<file path="src/hw/pwmult_pkg.sv">
/*
  Constants for the PWM update-lockout and A/D trigger block: register
  offsets, field positions, widths, reset values and time base modes.
  Assumes one 20 MHz peripheral clock and a byte-wide register port.
*/
package pwmult_pkg;

  // ****************************************
  // widths
  // ****************************************
  localparam int ADDR_W  = 5;
  localparam int DATA_W  = 8;
  localparam int TB_W    = 12;
  localparam int DUTY_W  = 14;
  localparam int NDUTY   = 4;
  localparam int PRESC_W = 6;
  localparam int POST_W  = 4;

  // ****************************************
  // register offsets
  // ****************************************
  localparam logic [4:0] OFS_TB_CTL0   = 5'h00;
  localparam logic [4:0] OFS_TB_CTL1   = 5'h01;
  localparam logic [4:0] OFS_CNT_LO    = 5'h02;
  localparam logic [4:0] OFS_CNT_HI    = 5'h03;
  localparam logic [4:0] OFS_PER_LO    = 5'h04;
  localparam logic [4:0] OFS_PER_HI    = 5'h05;
  localparam logic [4:0] OFS_CMP_LO    = 5'h06;
  localparam logic [4:0] OFS_CMP_HI    = 5'h07;
  localparam logic [4:0] OFS_OUT_MODE  = 5'h08;
  localparam logic [4:0] OFS_UPD_TRIG  = 5'h09;
  localparam logic [4:0] OFS_DEADTIME  = 5'h0A;
  localparam logic [4:0] OFS_FAULT_CFG = 5'h0B;
  localparam logic [4:0] OFS_OVD_SEL   = 5'h0C;
  localparam logic [4:0] OFS_OVD_STATE = 5'h0D;
  localparam logic [4:0] OFS_DUTY_BASE = 5'h0E;  // duty n low at base+2n
  localparam logic [4:0] OFS_DUTY_LAST = 5'h15;

  // ****************************************
  // fields
  // ****************************************
  localparam int TB0_MODE_LSB  = 0;   // [1:0] time base mode
  localparam int TB0_CKPS_LSB  = 2;   // [3:2] input prescale 1/4/16/64
  localparam int TB1_EN_BIT    = 7;
  localparam int TB1_DIR_BIT   = 6;   // read-only count direction
  localparam int UPD_POST_LSB  = 4;   // [7:4] trigger postscale field
  localparam int UPD_DIRSEL_BIT = 3;
  localparam int UPD_LOCK_BIT  = 1;
  localparam int UPD_OVERRIDE_SYNC_BIT = 0;
  localparam logic [7:0] UPD_MASK      = 8'hFB;
  localparam logic [7:0] OUT_MODE_MASK = 8'h7F;
  localparam logic [7:0] TB1_MASK      = 8'hC0;

  // ****************************************
  // reset values
  // ****************************************
  localparam logic [7:0]  RST_BYTE = 8'h00;
  localparam logic [11:0] RST_TB   = 12'h000;
  localparam logic [13:0] RST_DUTY = 14'h0000;

  typedef enum logic [1:0] {
    PWMULT_FREE_RUN,
    PWMULT_SINGLE_SHOT,
    PWMULT_UP_DOWN,
    PWMULT_UP_DOWN_DBL
  } pwmult_mode_t;

endpackage : pwmult_pkg

</file>
<file path="src/hw/pwmult_top.sv">
/*
  PWM time base with double-buffered duty and period registers, update
  lockout, and the postscaled special event trigger toward the A/D.
  Assumes the register master is on sys_clk and never issues read and
  write together; adcEnable comes from the converter on the same clock.
*/
`timescale 1ns/1ps
`default_nettype none

module pwmult_top (
  input  wire logic        sys_clk,
  input  wire logic        sys_rst,
  input  wire logic [4:0]  regAddr,
  input  wire logic [7:0]  regWrData,
  input  wire logic        regWrEn,
  input  wire logic        regRdEn,
  output logic      [7:0]  regRdData,
  input  wire logic        adcEnable,
  output logic             adcTrigger,
  output logic             adcStart,
  output logic      [11:0] timebaseCount,
  output logic      [11:0] activePeriod,
  output logic      [13:0] activeDuty0,
  output logic      [13:0] activeDuty1,
  output logic      [13:0] activeDuty2,
  output logic      [13:0] activeDuty3
);

  // ****************************************
  // helpers
  // ****************************************
  function automatic logic [5:0] prescLimit(input logic [1:0] ckps);
    unique case (ckps)
      2'b00:   prescLimit = 6'h00;
      2'b01:   prescLimit = 6'h03;
      2'b10:   prescLimit = 6'h0F;
      default: prescLimit = 6'h3F;
    endcase
  endfunction : prescLimit

  function automatic logic hits(input logic [4:0] a, input logic [4:0] o);
    hits = (a == o);
  endfunction : hits

  // ****************************************
  // state
  // ****************************************
  logic [7:0]  tbCtl0_reg,   tbCtl0_next;
  logic        tbEn_reg,     tbEn_next;
  logic        countDown_reg, countDown_next;
  logic [7:0]  updCtl_reg,   updCtl_next;
  logic [7:0]  outMode_reg,  outMode_next;
  logic [7:0]  deadtime_reg, deadtime_next;
  logic [7:0]  faultCfg_reg, faultCfg_next;
  logic [7:0]  ovdSel_reg,   ovdSel_next;
  logic [7:0]  ovdState_reg, ovdState_next;
  logic [11:0] count_reg,    count_next;
  logic [11:0] perBuf_reg,   perBuf_next;
  logic [11:0] perAct_reg,   perAct_next;
  logic [11:0] cmp_reg,      cmp_next;
  logic [13:0] dutyBuf_reg [4];
  logic [13:0] dutyBuf_next [4];
  logic [13:0] dutyAct_reg [4];
  logic [13:0] dutyAct_next [4];
  logic [5:0]  presc_reg,    presc_next;
  logic [3:0]  post_reg,     post_next;
  logic        lockPrev_reg, lockPrev_next;
  logic        trig_reg,     trig_next;
  logic        start_reg,    start_next;
  logic [7:0]  rd_reg,       rd_next;

  pwmult_pkg::pwmult_mode_t mode;
  logic        lockout;
  logic        tick;
  logic        atTop;
  logic        atBottom;
  logic        boundary;
  logic        transfer;
  logic        dirOk;
  logic        match;
  logic        cmpWrite;
  logic [4:0]  dutyOfs;

  assign mode = pwmult_pkg::pwmult_mode_t'(
                  tbCtl0_reg[pwmult_pkg::TB0_MODE_LSB +: 2]);
  assign lockout = updCtl_reg[pwmult_pkg::UPD_LOCK_BIT];
  assign tick = tbEn_reg && (presc_reg ==
                prescLimit(tbCtl0_reg[pwmult_pkg::TB0_CKPS_LSB +: 2]));
  assign atTop = (count_reg >= perAct_reg);
  assign atBottom = (count_reg == pwmult_pkg::RST_TB);

  // ****************************************
  // time base and buffer transfer
  // ****************************************
  always_comb
  begin
    boundary = 1'b0;
    unique case (mode)
      pwmult_pkg::PWMULT_FREE_RUN,
      pwmult_pkg::PWMULT_SINGLE_SHOT:
        boundary = tick && atTop;
      pwmult_pkg::PWMULT_UP_DOWN:
        boundary = tick && countDown_reg && atBottom;
      pwmult_pkg::PWMULT_UP_DOWN_DBL:
        boundary = tick && ((countDown_reg && atBottom) ||
                            (!countDown_reg && atTop));
    endcase
    // unlocked: copy at period edge, or at once when lockout drops
    transfer = !lockout && (boundary || lockPrev_reg);
  end

  always_comb
  begin
    presc_next = tick ? 6'h00 :
                 (tbEn_reg ? presc_reg + 6'h01 : 6'h00);
    count_next = count_reg;
    countDown_next = countDown_reg;
    tbEn_next = tbEn_reg;
    if (tick)
    begin
      unique case (mode)
        pwmult_pkg::PWMULT_FREE_RUN:
          count_next = atTop ? pwmult_pkg::RST_TB : count_reg + 12'h001;
        pwmult_pkg::PWMULT_SINGLE_SHOT:
        begin
          if (atTop)
          begin
            count_next = pwmult_pkg::RST_TB;
            tbEn_next = 1'b0;
          end
          else
            count_next = count_reg + 12'h001;
        end
        pwmult_pkg::PWMULT_UP_DOWN,
        pwmult_pkg::PWMULT_UP_DOWN_DBL:
        begin
          if (!countDown_reg && atTop)
          begin
            countDown_next = 1'b1;
            count_next = count_reg - 12'h001;
          end
          else if (countDown_reg && atBottom)
          begin
            countDown_next = 1'b0;
            count_next = count_reg + 12'h001;
          end
          else
            count_next = countDown_reg ? count_reg - 12'h001
                                       : count_reg + 12'h001;
        end
      endcase
    end
    if (mode == pwmult_pkg::PWMULT_FREE_RUN ||
        mode == pwmult_pkg::PWMULT_SINGLE_SHOT)
      countDown_next = 1'b0;
    // a software write to the count or enable overrides the counter
    if (regWrEn && hits(regAddr, pwmult_pkg::OFS_CNT_LO))
      count_next = {count_reg[11:8], regWrData};
    if (regWrEn && hits(regAddr, pwmult_pkg::OFS_CNT_HI))
      count_next = {regWrData[3:0], count_reg[7:0]};
    if (regWrEn && hits(regAddr, pwmult_pkg::OFS_TB_CTL1))
      tbEn_next = regWrData[pwmult_pkg::TB1_EN_BIT];
    perAct_next = transfer ? perBuf_reg : perAct_reg;
    for (int i = 0; i < pwmult_pkg::NDUTY; i++)
      dutyAct_next[i] = transfer ? dutyBuf_reg[i] : dutyAct_reg[i];
    lockPrev_next = lockout;
    // remembered so the falling edge of lockout forces one transfer
  end

  // ****************************************
  // special event trigger
  // ****************************************
  always_comb
  begin
    // direction qualifies only in the up/down modes
    if (mode == pwmult_pkg::PWMULT_UP_DOWN ||
        mode == pwmult_pkg::PWMULT_UP_DOWN_DBL)
      dirOk = updCtl_reg[pwmult_pkg::UPD_DIRSEL_BIT] == countDown_reg;
    else
      dirOk = 1'b1;
    // sampled on tick so each count value matches once
    match = tick && (count_reg == cmp_reg) && dirOk;
    cmpWrite = regWrEn && (hits(regAddr, pwmult_pkg::OFS_CMP_LO) ||
                           hits(regAddr, pwmult_pkg::OFS_CMP_HI));
    trig_next = 1'b0;
    post_next = post_reg;
    if (cmpWrite)
      post_next = 4'h0;
    else if (match)
    begin
      if (post_reg == updCtl_reg[pwmult_pkg::UPD_POST_LSB +: 4])
      begin
        trig_next = 1'b1;
        post_next = 4'h0;
      end
      else
        post_next = post_reg + 4'h1;
    end
    // the trigger leaves the time base flag alone; start needs the A/D on
    start_next = trig_next && adcEnable;
  end

  // ****************************************
  // register writes
  // ****************************************
  always_comb
  begin
    tbCtl0_next = tbCtl0_reg;
    updCtl_next = updCtl_reg;
    outMode_next = outMode_reg;
    deadtime_next = deadtime_reg;
    faultCfg_next = faultCfg_reg;
    ovdSel_next = ovdSel_reg;
    ovdState_next = ovdState_reg;
    perBuf_next = perBuf_reg;
    cmp_next = cmp_reg;
    dutyOfs = regAddr - pwmult_pkg::OFS_DUTY_BASE;
    for (int i = 0; i < pwmult_pkg::NDUTY; i++)
      dutyBuf_next[i] = dutyBuf_reg[i];
    if (regWrEn)
    begin
      unique case (regAddr)
        pwmult_pkg::OFS_TB_CTL0:   tbCtl0_next = regWrData;
        pwmult_pkg::OFS_PER_LO:    perBuf_next[7:0] = regWrData;
        pwmult_pkg::OFS_PER_HI:    perBuf_next[11:8] = regWrData[3:0];
        pwmult_pkg::OFS_CMP_LO:    cmp_next[7:0] = regWrData;
        pwmult_pkg::OFS_CMP_HI:    cmp_next[11:8] = regWrData[3:0];
        pwmult_pkg::OFS_OUT_MODE:
          outMode_next = regWrData & pwmult_pkg::OUT_MODE_MASK;
        pwmult_pkg::OFS_UPD_TRIG:
          updCtl_next = regWrData & pwmult_pkg::UPD_MASK;
        pwmult_pkg::OFS_DEADTIME:  deadtime_next = regWrData;
        pwmult_pkg::OFS_FAULT_CFG: faultCfg_next = regWrData;
        pwmult_pkg::OFS_OVD_SEL:   ovdSel_next = regWrData;
        pwmult_pkg::OFS_OVD_STATE: ovdState_next = regWrData;
        default:
        begin
          if (regAddr >= pwmult_pkg::OFS_DUTY_BASE &&
              regAddr <= pwmult_pkg::OFS_DUTY_LAST)
          begin
            if (dutyOfs[0])
              dutyBuf_next[dutyOfs[2:1]][13:8] = regWrData[5:0];
            else
              dutyBuf_next[dutyOfs[2:1]][7:0] = regWrData;
          end
        end
      endcase
    end
  end

  // ****************************************
  // register reads
  // ****************************************
  always_comb
  begin
    rd_next = rd_reg;
    if (regRdEn)
    begin
      rd_next = 8'h00;
      unique case (regAddr)
        pwmult_pkg::OFS_TB_CTL0:   rd_next = tbCtl0_reg;
        pwmult_pkg::OFS_TB_CTL1:
          rd_next = {tbEn_reg, countDown_reg, 6'h00};
        pwmult_pkg::OFS_CNT_LO:    rd_next = count_reg[7:0];
        pwmult_pkg::OFS_CNT_HI:    rd_next = {4'h0, count_reg[11:8]};
        pwmult_pkg::OFS_PER_LO:    rd_next = perBuf_reg[7:0];
        pwmult_pkg::OFS_PER_HI:    rd_next = {4'h0, perBuf_reg[11:8]};
        pwmult_pkg::OFS_CMP_LO:    rd_next = cmp_reg[7:0];
        pwmult_pkg::OFS_CMP_HI:    rd_next = {4'h0, cmp_reg[11:8]};
        pwmult_pkg::OFS_OUT_MODE:  rd_next = outMode_reg;
        pwmult_pkg::OFS_UPD_TRIG:  rd_next = updCtl_reg;
        pwmult_pkg::OFS_DEADTIME:  rd_next = deadtime_reg;
        pwmult_pkg::OFS_FAULT_CFG: rd_next = faultCfg_reg;
        pwmult_pkg::OFS_OVD_SEL:   rd_next = ovdSel_reg;
        pwmult_pkg::OFS_OVD_STATE: rd_next = ovdState_reg;
        default:
        begin
          if (regAddr >= pwmult_pkg::OFS_DUTY_BASE &&
              regAddr <= pwmult_pkg::OFS_DUTY_LAST)
            rd_next = dutyOfs[0] ?
                      {2'b00, dutyBuf_reg[dutyOfs[2:1]][13:8]} :
                      dutyBuf_reg[dutyOfs[2:1]][7:0];
        end
      endcase
    end
  end

  // ****************************************
  // registers
  // ****************************************
  always_ff @(posedge sys_clk)
  begin
    if (sys_rst)
    begin
      tbCtl0_reg    <= pwmult_pkg::RST_BYTE;
      tbEn_reg      <= 1'b0;
      countDown_reg <= 1'b0;
      updCtl_reg    <= pwmult_pkg::RST_BYTE;
      outMode_reg   <= pwmult_pkg::RST_BYTE;
      deadtime_reg  <= pwmult_pkg::RST_BYTE;
      faultCfg_reg  <= pwmult_pkg::RST_BYTE;
      ovdSel_reg    <= pwmult_pkg::RST_BYTE;
      ovdState_reg  <= pwmult_pkg::RST_BYTE;
      count_reg     <= pwmult_pkg::RST_TB;
      perBuf_reg    <= pwmult_pkg::RST_TB;
      perAct_reg    <= pwmult_pkg::RST_TB;
      cmp_reg       <= pwmult_pkg::RST_TB;
      for (int i = 0; i < pwmult_pkg::NDUTY; i++)
      begin
        dutyBuf_reg[i] <= pwmult_pkg::RST_DUTY;
        dutyAct_reg[i] <= pwmult_pkg::RST_DUTY;
      end
      presc_reg     <= 6'h00;
      post_reg      <= 4'h0;
      lockPrev_reg  <= 1'b0;
      trig_reg      <= 1'b0;
      start_reg     <= 1'b0;
      rd_reg        <= pwmult_pkg::RST_BYTE;
    end
    else
    begin
      tbCtl0_reg    <= tbCtl0_next;
      tbEn_reg      <= tbEn_next;
      countDown_reg <= countDown_next;
      updCtl_reg    <= updCtl_next;
      outMode_reg   <= outMode_next;
      deadtime_reg  <= deadtime_next;
      faultCfg_reg  <= faultCfg_next;
      ovdSel_reg    <= ovdSel_next;
      ovdState_reg  <= ovdState_next;
      count_reg     <= count_next;
      perBuf_reg    <= perBuf_next;
      perAct_reg    <= perAct_next;
      cmp_reg       <= cmp_next;
      for (int i = 0; i < pwmult_pkg::NDUTY; i++)
      begin
        dutyBuf_reg[i] <= dutyBuf_next[i];
        dutyAct_reg[i] <= dutyAct_next[i];
      end
      presc_reg     <= presc_next;
      post_reg      <= post_next;
      lockPrev_reg  <= lockPrev_next;
      trig_reg      <= trig_next;
      start_reg     <= start_next;
      rd_reg        <= rd_next;
    end
  end

  assign regRdData     = rd_reg;
  assign adcTrigger    = trig_reg;
  assign adcStart      = start_reg;
  assign timebaseCount = count_reg;
  assign activePeriod  = perAct_reg;
  assign activeDuty0   = dutyAct_reg[0];
  assign activeDuty1   = dutyAct_reg[1];
  assign activeDuty2   = dutyAct_reg[2];
  assign activeDuty3   = dutyAct_reg[3];

endmodule : pwmult_top

`default_nettype wire

</file>
<file path="config.mk">
export PLATFORM = sky130hd
export DESIGN_NAME = pwmult_top
export DESIGN_NICKNAME = d
export VERILOG_FILES = /design/src/hw/pwmult_pkg.sv /design/src/hw/pwmult_top.sv
export SDC_FILE = /design/constraint.sdc
export NUM_CORES = 1
export LEC_CHECK = 0
export BUFFER_PORTS_ARGS = -buffer_cell sky130_fd_sc_hd__buf_2
export CORE_MARGIN = 2
export CORE_UTILIZATION = 55
export DETAILED_ROUTE_END_ITERATION = 8
export PLACE_DENSITY = 0.76
export RECOVER_POWER = 50
export SLEW_MARGIN = 20
export SYNTH_ARGS = -nofsm -noshare
export SYNTH_HDL_FRONTEND = slang
export SYNTH_SLANG_ARGS = --single-unit
</file>
<file path="constraint.sdc">
create_clock -name sys_clk -period 4.45 [get_ports sys_clk]
set_input_delay 0 -clock sys_clk [delete_from_list [all_inputs] [get_ports sys_clk]]
set_output_delay 0 -clock sys_clk [all_outputs]
set_load 0.1 [all_outputs]
</file>
==> run_results.csv, run 1 <==
group,metric,value,unit
sta,finalCritPeriodShare,81.8,%
synth,synthCells,1431,
floorplan,die_y,148,um
routing,drt_iter0_markers,1467,
synth,synth_top_area_share,41.9,%
pwr,comb_power_share,6.2,%
pwr,p_per_area,360,nW/um^2
floorplan,fp.dieW,148,um
synth,async_flop_share,0,%
final_layout,multi_input_area,5970,sq um
synth,synth_area_per_cell,7.91,sq um
synth,syn-num-nets,1471,
final_layout,final-seq-area,4740,sq um
worst_setup_path,crit_path_end_kind,"register",
worst_setup_path,crit_fanout,85,
worst_setup_path,reg2reg_from,"timebaseCount[0]",
grt,grt_usage,31.0,%
final_layout,fillers,1836,
flow_run,drv_cap,2,
clock_tree,clkTransAtPathRegs,0.06,ns
clock_tree,ctsResizeCount,0,
pwr,power_leakage,4.26,nW
sta,setup_viol,0,
pwr,p_switching,1.11,mW
sta,rsz0062_at_grt,"false",
grt,antenna_found_initial,0,
final_layout,antenna_cells,0,
floorplan,io_pins,108,
sta,worst_slew_pin_slew,1.97,ns
run_status,outcome,"finished with violations",
routing,firstDrtPassIters,6,
routing,drc,0,
placed_design,dp_hpwl,22800,um
routing,ant_nets,0,
sta,slew_violations,115,
floorplan,rows,52,
clock_tree,cts_sinks,237,
placed_design,io_buffers,107,
final_layout,layout-drive-gt1-share,7.41,%
synth,yosys-top-cells-area,"dfxtp_1 42%, nand2_1 11%, a21oi_1 9.5%",
sta,clock_skew,0.0115,ns
clock_tree,clock_tree.root_cell,"clkbuf_16",
sta,timing.fmax,275,MHz
worst_setup_path,crit_start,"sys_rst",
sta,min_period,3.64,ns
clock_tree,clock_latency,0.53,ns
grt,grt_max_degree,86,
synth,yosys_warnings,0,
worst_setup_path,cp.required,4.82,ns
sta,tns,0,ns
pwr,p_total,4.56,mW
synth,synth_area_leader_cell,"dfxtp_1",
clock_tree,tritoncts,"built",
routing,wirelength,34700,um
final_layout,syn_to_final_growth,11.9,%
synth,synth_edf_count,0,
synth,ys_top_cells_by_count,"322 x nand2_1, 237 x dfxtp_1, 215 x a21oi_1, 147 x nand3_1, 90 x clkbuf_1",
routing,via_count,11000,
synth,yosysUniqueCellTypes,74,
run_status,violations,"capacitance limit, slew limit",
grt,grt_overflow,0,
pwr,p_sw_share,24.3,%
pwr,clkPwrFrac,46.8,%
worst_setup_path,worst_ep_arrival_time,4.01,ns
pwr,pwr-share-seq,47.0,%
synth,ys_seq_area_share,41.9,%
hold_path,hold_class,"input pin to register",
placed_design,gp_congestion,0.960,
floorplan,die-area,21800,sq um
worst_setup_path,startpoint_type,"input pin",
synth,synth_area,11300,sq um
sta,max_slew_margin,-31.2,%
floorplan,coreArea,20200,sq um
synth,synth-seq-cells,237,
grt,grt_pass1_vias,9708,
worst_setup_path,crit_type,"input pin to register",
sta,hold_violations,0,
clock_tree,h-tree-depth,1,
hold_path,min-delay-start,"regWrData[2]",
grt,grt_pass1_wl,54600,um
pwr,vdd.ir_drop.worst,255,uV
routing,vias_per_cell,6.23,
clock_tree,clockBufferDepth,3,
final_layout,fin_nets,1520,
routing,wire_per_inst,19.6,um
floorplan,initial_core_util,56.0,%
synth,synth_most_common_cell,"nand2_1",
synth,synthFlopType,"dfxtp_1",
pwr,internal_power,3.46,mW
clock_tree,cts-buffers-inserted,26,
## cells in the final DEF (no fill, tap or decap), types with 19 or more instances in the layout
| cell | count |
|---|---|
| ha_1 | 22 |
| clkbuf_1 | 97 |
| nor2_1 | 66 |
| mux2i_1 | 32 |
| dfxtp_1 | 237 |
| nand3_1 | 147 |
| xnor2_1 | 21 |
| o21ai_0 | 19 |
| nand2_1 | 322 |
| clkbuf_16 | 26 |
| a21oi_1 | 215 |
| inv_1 | 26 |
| nor3_1 | 20 |
## stage by stage
step | cell area, sq um | hold slack, ns | std cells | util [%] | setup slack [ns]
CTS | 12800 | 0.000205 | 1768 | 63.4 | 1.23
detailed placement | 11900 | 0.205 | 1713 | 58.7 | 1.27
global route | 12700 | 0.0301 | 1768 | 62.6 | 0.536
finish | 12700 | 0.0265 | 1768 | 62.6 | 0.810
global placement | 11900 | 0.198 | 1713 | 58.7 | 1.41
floorplan | 11300 | 0.122 | 1431 | - | 0.942
## power by group through the flow
stage | Sequential (mW) | Clock, mW | Combinational (mW)
after floorplan | 2.21 | 0 | 0.174
after global placement | 2.19 | 0 | 0.268
after detailed placement | 2.19 | 0 | 0.269
after CTS | 2.14 | 2.15 | 0.277
after global routing | 2.15 | 2.23 | 0.297
final | 2.15 | 2.14 | 0.282
## path summary, 6_finish.rpt
kind	end	cells after the start	slack, ns
worst max-delay path	dutyAct_reg[2][6]	5	0.81
worst min register to register	dutyAct_reg[3][10]	2	0.45
worst max register to register	dutyAct_reg[2][6]	10	1.18
worst min-delay path	dutyBuf_reg[1][2]	3	0.03
## cell type report
cell class,count,area share [%]
repair buffers,137,5.29
well taps,270,2.67
flip-flops and latches,237,37.4
multi-input cells,1052,47.1
clock inverters,13,1.06
inverters,26,0.770
clock buffers,33,5.66
## repair_timing
item / CTS / global route
endpoints found under the hold margin: 95 / 0
setup endpoints to repair: 0 / 0
hold buffers: 9 / 0
setup buffers: 0 / 0
## per-layer routing
layer	vias to the layer above	part of all wire (%)	global-route usage (%)
met3	83	10	4.78
met4	0	3.3	10.4
li1	5128	-	-
met1	5173	42	45.8
met2	635	44	46.4
met5	-	0	0
## critical path, cell delays in order
cell	delay, ns
dlygate4sd3_1	0.53
clkbuf_2	1.08
clkbuf_2	1.37
buf_4	0.87
a21oi_1	0.10
## kinds of logic (layout without fill, tap and decap cells)
kind of cell | count (synthesis) | after routing | share of synthesized area (%)
compound gates | 318 | 318 | 17.1
fa+ha+maj | 23 | 23 | 2.53
buf+inv | 142 | 209 | 5.26
simple gates | 635 | 635 | 25.3
flops | 237 | 237 | 41.9
xor+xnor | 29 | 29 | 2.24
mux | 47 | 47 | 5.71
(Power assumes the default switching activity.)
==> run 2: changes to the inputs <==
ABC_AREA = 1   (was not set)
CORE_UTILIZATION = 54   (was 55)
PLACE_DENSITY = 0.77   (was 0.76)
clock period = 3.2 ns   (was 4.45 ns; I/O delays follow)
==> run 2 against run 1 <==
Net effect:
- the run still ends with capacitance limit, slew limit left
- sequential share of layout area fell by 2.4 points
- cell count up 21%
- power grew 47%
- setup slack worse by 0.26 ns
- register-to-register slack got worse by 0.63 ns
- sequential cell count unchanged
- via count rose by 10%
- clock skew down 0.0026 ns
- critical path depth up 8
- clock power grew 40%
- largest cell class unchanged
==> run_results.csv, run 2 <==
group,metric,value,unit
sta,setup_viol,0,
worst_setup_path,reg2reg_depth,13,
synth,synthFlopType,"dfxtp_1",
worst_setup_path,crit_chain,"clkinv_1, ha_1, nand2_1, nor2_1, nand3_1, nand4_1, buf_4, nand2_1, inv_1, nand3_1, nand3b_1, a21oi_1, dlygate4sd3_1",
grt,grt_pass1_wl,56600,um
routing,ant_nets,0,
final_layout,layout_commonest_cell,"nand2_1",
synth,synth_most_common_cell,"nand2_1",
final_layout,layout-drive-gt1-share,7.01,%
sta,whs,0.0469,ns
grt,grt_max_degree,104,
synth,yosys_warnings,0,
sta,slew_violations,101,
floorplan,die_y,154,um
placed_design,pre_cts_slack,0.731,ns
grt,grt_overflow,0,
synth,synth-seq-cells,237,
pwr,vdd.ir_drop.worst,332,uV
synth,synth-compound-area-share,21.0,%
sta,worst_slew_pin_slew,1.53,ns
floorplan,rows,54,
synth,yosys-mux-area-fraction,0,%
clock_tree,clockBufferDepth,3,
final_layout,final_cell_area,13600,sq um
clock_tree,h-tree-depth,1,
worst_setup_path,crit_start,"timebaseCount[0]",
sta,tns,0,ns
sta,hold_violations,0,
placed_design,io_buffers,107,
hold_path,hold_path_end,"outMode_reg[2]",
run_status,violations,"capacitance limit, slew limit",
routing,drt_iter0_markers,1345,
routing,wirelength,35300,um
placed_design,dp_hpwl,23900,um
hold_path,min-delay-start,"regWrData[2]",
final_layout,fin_nets,1877,
final_layout,final_util,61.9,%
floorplan,io_pins,108,
sta,max_slew_margin,-2.21,%
clock_tree,clkTransAtPathRegs,0.06,ns
synth,synth_xor_area_share,1.66,%
synth,yosysUniqueCellTypes,43,
routing,vias_per_cell,5.69,
sta,finalCritPeriodShare,82.9,%
synth,async_flop_share,0,%
worst_setup_path,reg2reg_from,"timebaseCount[0]",
synth,ys_seq_area_share,39.2,%
floorplan,initial_core_util,55.3,%
hold_path,hold_class,"input pin to register",
floorplan,coreArea,21900,sq um
sta,clock_skew,0.00897,ns
pwr,p_per_area,495,nW/um^2
synth,synth_area_leader_cell,"dfxtp_1",
run_status,outcome,"finished with violations",
synth,synth_area_per_cell,6.82,sq um
synth,yosys.area_share.simple,24.7,%
worst_setup_path,critPathBufInv,4,
worst_setup_path,reg2reg_setup_slack,0.55,ns
final_layout,mostFrequentLayoutCells,"290 x nand2_1, 237 x dfxtp_1, 234 x a21oi_1",
placed_design,placed_area,12700,sq um
sta,finalWorstSetupSlack,0.548,ns
routing,firstDrtPassIters,8,
floorplan,die-area,23600,sq um
routing,via_count,12100,
synth,synth_top_area_share,39.2,%
clock_tree,cts-buffers-inserted,25,
sta,min_period,2.65,ns
routing,drc,0,
synth,syn-num-nets,1815,
sta,rsz0062_at_grt,"false",
final_layout,fillers,2047,
worst_setup_path,crit_path_end_kind,"register",
clock_tree,clock_latency,0.54,ns
grt,grt_usage,28.9,%
synth,synthCells,1775,
worst_setup_path,cp.required,3.62,ns
sta,timing.fmax,377,MHz
final_layout,syn_to_final_growth,12.0,%
floorplan,fp.dieW,154,um
routing,wire_per_inst,16.5,um
worst_setup_path,crit_fanout,6,
placed_design,gp_congestion,1.00,
worst_setup_path,cp_slowest_stage_delay,0.58,ns
worst_setup_path,worst_ep_arrival_time,3.07,ns
synth,yosys-top-cells-area,"dfxtp_1 39%, a21oi_1 9.7%, nand2_1 9.0%",
worst_setup_path,slowest_stage,"dlygate4sd3_1",
clock_tree,cts_sinks,237,
clock_tree,cts_hold_buf,14,
grt,antenna_found_initial,0,
clock_tree,clock_tree.root_cell,"clkbuf_16",
clock_tree,tritoncts,"built",
worst_setup_path,crit_family,"buffers and inverters",
synth,synth_edf_count,0,
worst_setup_path,r2r-end,"tbEn_reg",
hold_path,hold_depth,3,
clock_tree,ctsResizeCount,0,
synth,ys_top_cells_by_count,"289 x nand2_1, 237 x dfxtp_1, 234 x a21oi_1, 201 x inv_1, 184 x nor2_1",
synth,synth_area,12100,sq um
worst_setup_path,startpoint_type,"register",
grt,grt_pass1_vias,10900,
flow_run,drv_cap,1,
synth,synthAdderAreaFrac,2.27,%
clock_tree,post-cts-setup-buffers,0,
pwr,power_leakage,5.46,nW
worst_setup_path,crit_type,"register to register",
synth,synth_top_family_by_area,"simple AND/OR/NAND/NOR gates",
==> run 2: cell types whose count changed after synthesis, sizes merged, moves of 20 or more <==
cell | previous run | this run
clkbuf | 90 | 65
a21oi | 216 | 245
o21ai | 19 | 201
mux2i | 32 | 0
nand2 | 323 | 299
nor2 | 66 | 194
inv | 26 | 213
buf | 26 | 46
==> run 2: kinds of logic after synthesis <==
kind of cell    count (synthesis)
buf+inv                       329
simple gates                  678
flops                         237
compound gates                486
xor+xnor                       23
fa+ha+maj                      22
==> run 2: per-stage QoR <==
step | power (mW) | cells
2_1_floorplan | 3.60 | 1775
3_3_place_gp | 3.74 | 2076
3_5_place_dp | 3.75 | 2076
4_1_cts | 6.73 | 2134
5_1_grt | 6.92 | 2134
6_report | 6.71 | 2135
==> run 2: metal layers <==
layer | track usage, % | routed length, um | up-vias
met5 | 0 | 0 | -
met4 | 9.65 | 974 | 0
met3 | 4.43 | 3380 | 78
met2 | 44.8 | 15500 | 577
met1 | 41.4 | 15400 | 5540
li1 | - | - | 5954
==> run 2: worst register-to-register path: cells and delay by family (launching register included) <==
kind / cells / cell delay (ns)
buffers and inverters: 4 / 1.05
AOI/OAI and AO/OA: 1 / 0.06
DFF: 1 / 0.48
and+or+nand+nor: 7 / 0.67
adders and majority gates: 1 / 0.31
==> run 2: area by class of cell <==
type / count / area (sq um) / share of cell area (%)
Clock inverter: 9 / 116 / 0.858
Timing Repair Buffer: 146 / 772 / 5.70
Sequential cell: 237 / 4740 / 35.0
Inverter: 218 / 821 / 6.06
Tap cell: 280 / 350 / 2.58
Multi-Input combinational cell: 1209 / 6010 / 44.3
Clock buffer: 35 / 743 / 5.48
Antenna cell: 1 / 2.50 / 0.0185
==> run 2: worst max-delay path by stage <==
stage | to | slack, ns | depth (start not counted)
after floorplan | dutyAct_reg[1][0] | 0.03 | 14
after global placement | dutyAct_reg[0][6] | 0.78 | 14
after detailed placement | activePeriod[8] | 0.73 | 14
after CTS | tbEn_reg | 0.58 | 13
after global routing | tbEn_reg | 0.37 | 13
final | tbEn_reg | 0.55 | 13
==> run 2: report_power, final <==
| part | switching (mW) | total (mW) | leakage [nW] | internal, mW |
|---|---|---|---|---|
| combinational | 0.531 | 0.687 | 3.12 | 0.156 |
| clock | 1.22 | 3.00 | 0.426 | 1.79 |
| sequential | 0.0251 | 3.02 | 1.91 | 3.00 |
| total | 1.77 | 6.71 | 5.46 | 4.94 |
==> run 3: changes to the inputs <==
CORE_UTILIZATION = 55   (was 54)
PLACE_DENSITY = 0.76   (was 0.77)
clock period = 2.6 ns   (was 3.2 ns; I/O delays follow)
==> run 3 against run 2 <==
Net effect:
- the run now ends clean
- setup slack got worse by 0.39 ns
- clock skew rose by 0.018 ns
- non-clock buffer count up 8
- core utilization grew 1.0 points
- cell count up 0.42%
- sequential share of layout area hardly changed
- die area decreased by 1.8%
- register-to-register slack worse by 0.39 ns
- critical path depth grew 2
- clock-buffer cell count increased by 3
- combinational power up 26%
- sequential cell count stayed put
- critical endpoint is now dutyAct_reg[3][13]
- largest cell class unchanged
- largest power group unchanged
==> run_results.csv, run 3 (same netlist as run 2, synthesis figures left out) <==
group,metric,value,unit
run_status,outcome,"finished, final reports clean",
pwr,vdd.ir_drop.worst,469,uV
pwr,p_per_area,601,nW/um^2
final_layout,fin_nets,1887,
placed_design,gp_congestion,0.973,
final_layout,mostFrequentLayoutCells,"291 x nand2_1, 234 x a21oi_1, 213 x dfxtp_1",
clock_tree,clockBufferDepth,3,
hold_path,hold_class,"input pin to register",
floorplan,io_pins,108,
pwr,p_switching,2.20,mW
grt,antenna_found_initial,0,
floorplan,die-area,23200,sq um
final_layout,antenna_cells,0,
worst_setup_path,crit_top_cell,"nand2_1",
pwr,p_sw_share,26.8,%
grt,grt_overflow,0,
grt,grt_usage,30.0,%
routing,wire_per_inst,17.0,um
worst_setup_path,startpoint_type,"register",
pwr,internal_power,6.00,mW
worst_setup_path,worst_ep_arrival_time,2.86,ns
sta,clock_skew,0.0266,ns
clock_tree,clock_tree.root_cell,"clkbuf_16",
routing,drt_iter0_markers,1324,
floorplan,rows,54,
final_layout,layout-drive-gt1-share,8.96,%
grt,grt_pass1_wl,57400,um
routing,ant_nets,0,
pwr,comb_power_share,10.5,%
final_layout,syn_to_final_growth,12.8,%
final_layout,layout_commonest_cell,"nand2_1",
pwr,p_total,8.20,mW
placed_design,dp.cells,2084,
sta,max_slew_margin,19.0,%
sta,slew_violations,0,
floorplan,fp.dieW,152,um
clock_tree,cts_sinks,237,
clock_tree,cts-buffers-inserted,26,
routing,wirelength,36400,um
floorplan,initial_core_util,55.8,%
clock_tree,clock_latency,0.54,ns
sta,setup_viol,0,
routing,firstDrtPassIters,8,
worst_setup_path,crit_fanout,6,
placed_design,io_buffers,107,
routing,via_count,12100,
floorplan,coreArea,21700,sq um
placed_design,dp_hpwl,25000,um
sta,whs,0.0239,ns
pwr,power_leakage,5.51,nW
routing,drc,0,
worst_setup_path,crit_path_end_kind,"register",
worst_setup_path,crit_type,"register to register",
worst_setup_path,crit_chain,"inv_1, ha_1, nand2_1, nor2_2, and2_1, nand2_1, nand4_1, nand3_2, nand2_1, nand2_1, nand2_2, buf_4, nand3_1, nand2_1, nor2_1",
final_layout,fin_cells,2144,
sta,timing.fmax,409,MHz
worst_setup_path,cp_slowest_stage_delay,0.34,ns
worst_setup_path,reg2reg_setup_slack,0.15,ns
clock_tree,clkTransAtPathRegs,0.06,ns
pwr,pwr-share-seq,45.3,%
flow_run,drv_cap,0,
worst_setup_path,cp.required,3.01,ns
grt,grt_max_degree,139,
grt,grt_pass1_vias,10900,
clock_tree,h-tree-depth,1,
sta,worst_slew_pin_slew,1.22,ns
pwr,clkPwrFrac,44.1,%
sta,min_period,2.45,ns
floorplan,die_y,152,um
sta,hold_violations,0,
routing,vias_per_cell,5.66,
worst_setup_path,slowest_stage,"dfxtp_2",
clock_tree,tritoncts,"built",
sta,finalCritPeriodShare,94.1,%
-- run 3: cell types whose count changed in the layout (fill, tap and decap cells not counted), sizes merged --
cell,before,now
inv,214,215
bufinv,2,1
buf,40,53
nand2,299,300
clkbuf,127,131
diode,1,0
clkinv,10,9
dlygate4sd3,14,8
clkinvlp,1,0
-- run 3: worst paths after layout --
check / from / endpoint / depth (start not counted)
setup / recovery: activePeriod[11] / dutyAct_reg[3][13] / 15
hold / removal: regWrData[3] / ovdSel_reg[3] / 3
setup reg to reg: activePeriod[11] / dutyAct_reg[3][13] / 15
hold reg to reg: faultCfg_reg[2] / faultCfg_reg[2] / 2
-- run 3: metrics by stage --
stage          util [%]  area (sq um)  setup WS (ns)  TNS [ns]
2_1_floorplan         -         12100          0.119         0
6_report           63.0         13700          0.154         0
5_1_grt            63.0         13700        -0.0112   -0.0141
4_1_cts            63.3         13700         0.0527         0
3_3_place_gp       59.0         12800          0.191         0
3_5_place_dp       59.0         12800         0.0966         0
-- run 3: power by group through the flow --
| stage | sequential [mW] | clock [mW] | combinational [mW] |
|---|---|---|---|
| 2_1_floorplan | 3.99 | 0 | 0.443 |
| 3_3_place_gp | 3.80 | 0 | 0.835 |
| 3_5_place_dp | 3.80 | 0 | 0.844 |
| 4_1_cts | 3.72 | 3.66 | 0.857 |
| 5_1_grt | 3.72 | 3.79 | 0.934 |
| 6_report | 3.72 | 3.62 | 0.864 |
-- run 3: what timing repair did --
item                                    CTS  global route
hold buffers                              8             0
gates resized for setup                   0             3
endpoints found under the setup margin    0            68
endpoints found under the hold margin    31             0
setup buffers                             0             5
-- run 3: critical path, delay by kind of cell, from the launching register on --
kind	cells	cell delay (ns)
adders and majority gates	1	0.29
buffers and inverters	2	0.23
and+or+nand+nor	12	1.48
DFF	1	0.34
-- run 3: cell type report --
type                    instances  area [sq um]
repair buffers                154           863
flip-flops and latches        237          4780
inverters                     218           823
clock inverters                 7          82.6
clock buffers                  38           756
well taps                     280           350
fillers                      2072          8030
multi-input cells            1210          6000
-- run 3: per-layer routing --
layer  wire length, um  GRT usage (%)  vias up  share of wire (%)
met5                 0              0        -                  0
met4              1130           9.75        0                3.1
met3              3140           4.69       82                8.6
met2             15900           46.8      496                 44
met1             16200           42.8     5580                 44
li1                  -              -     5971                  -
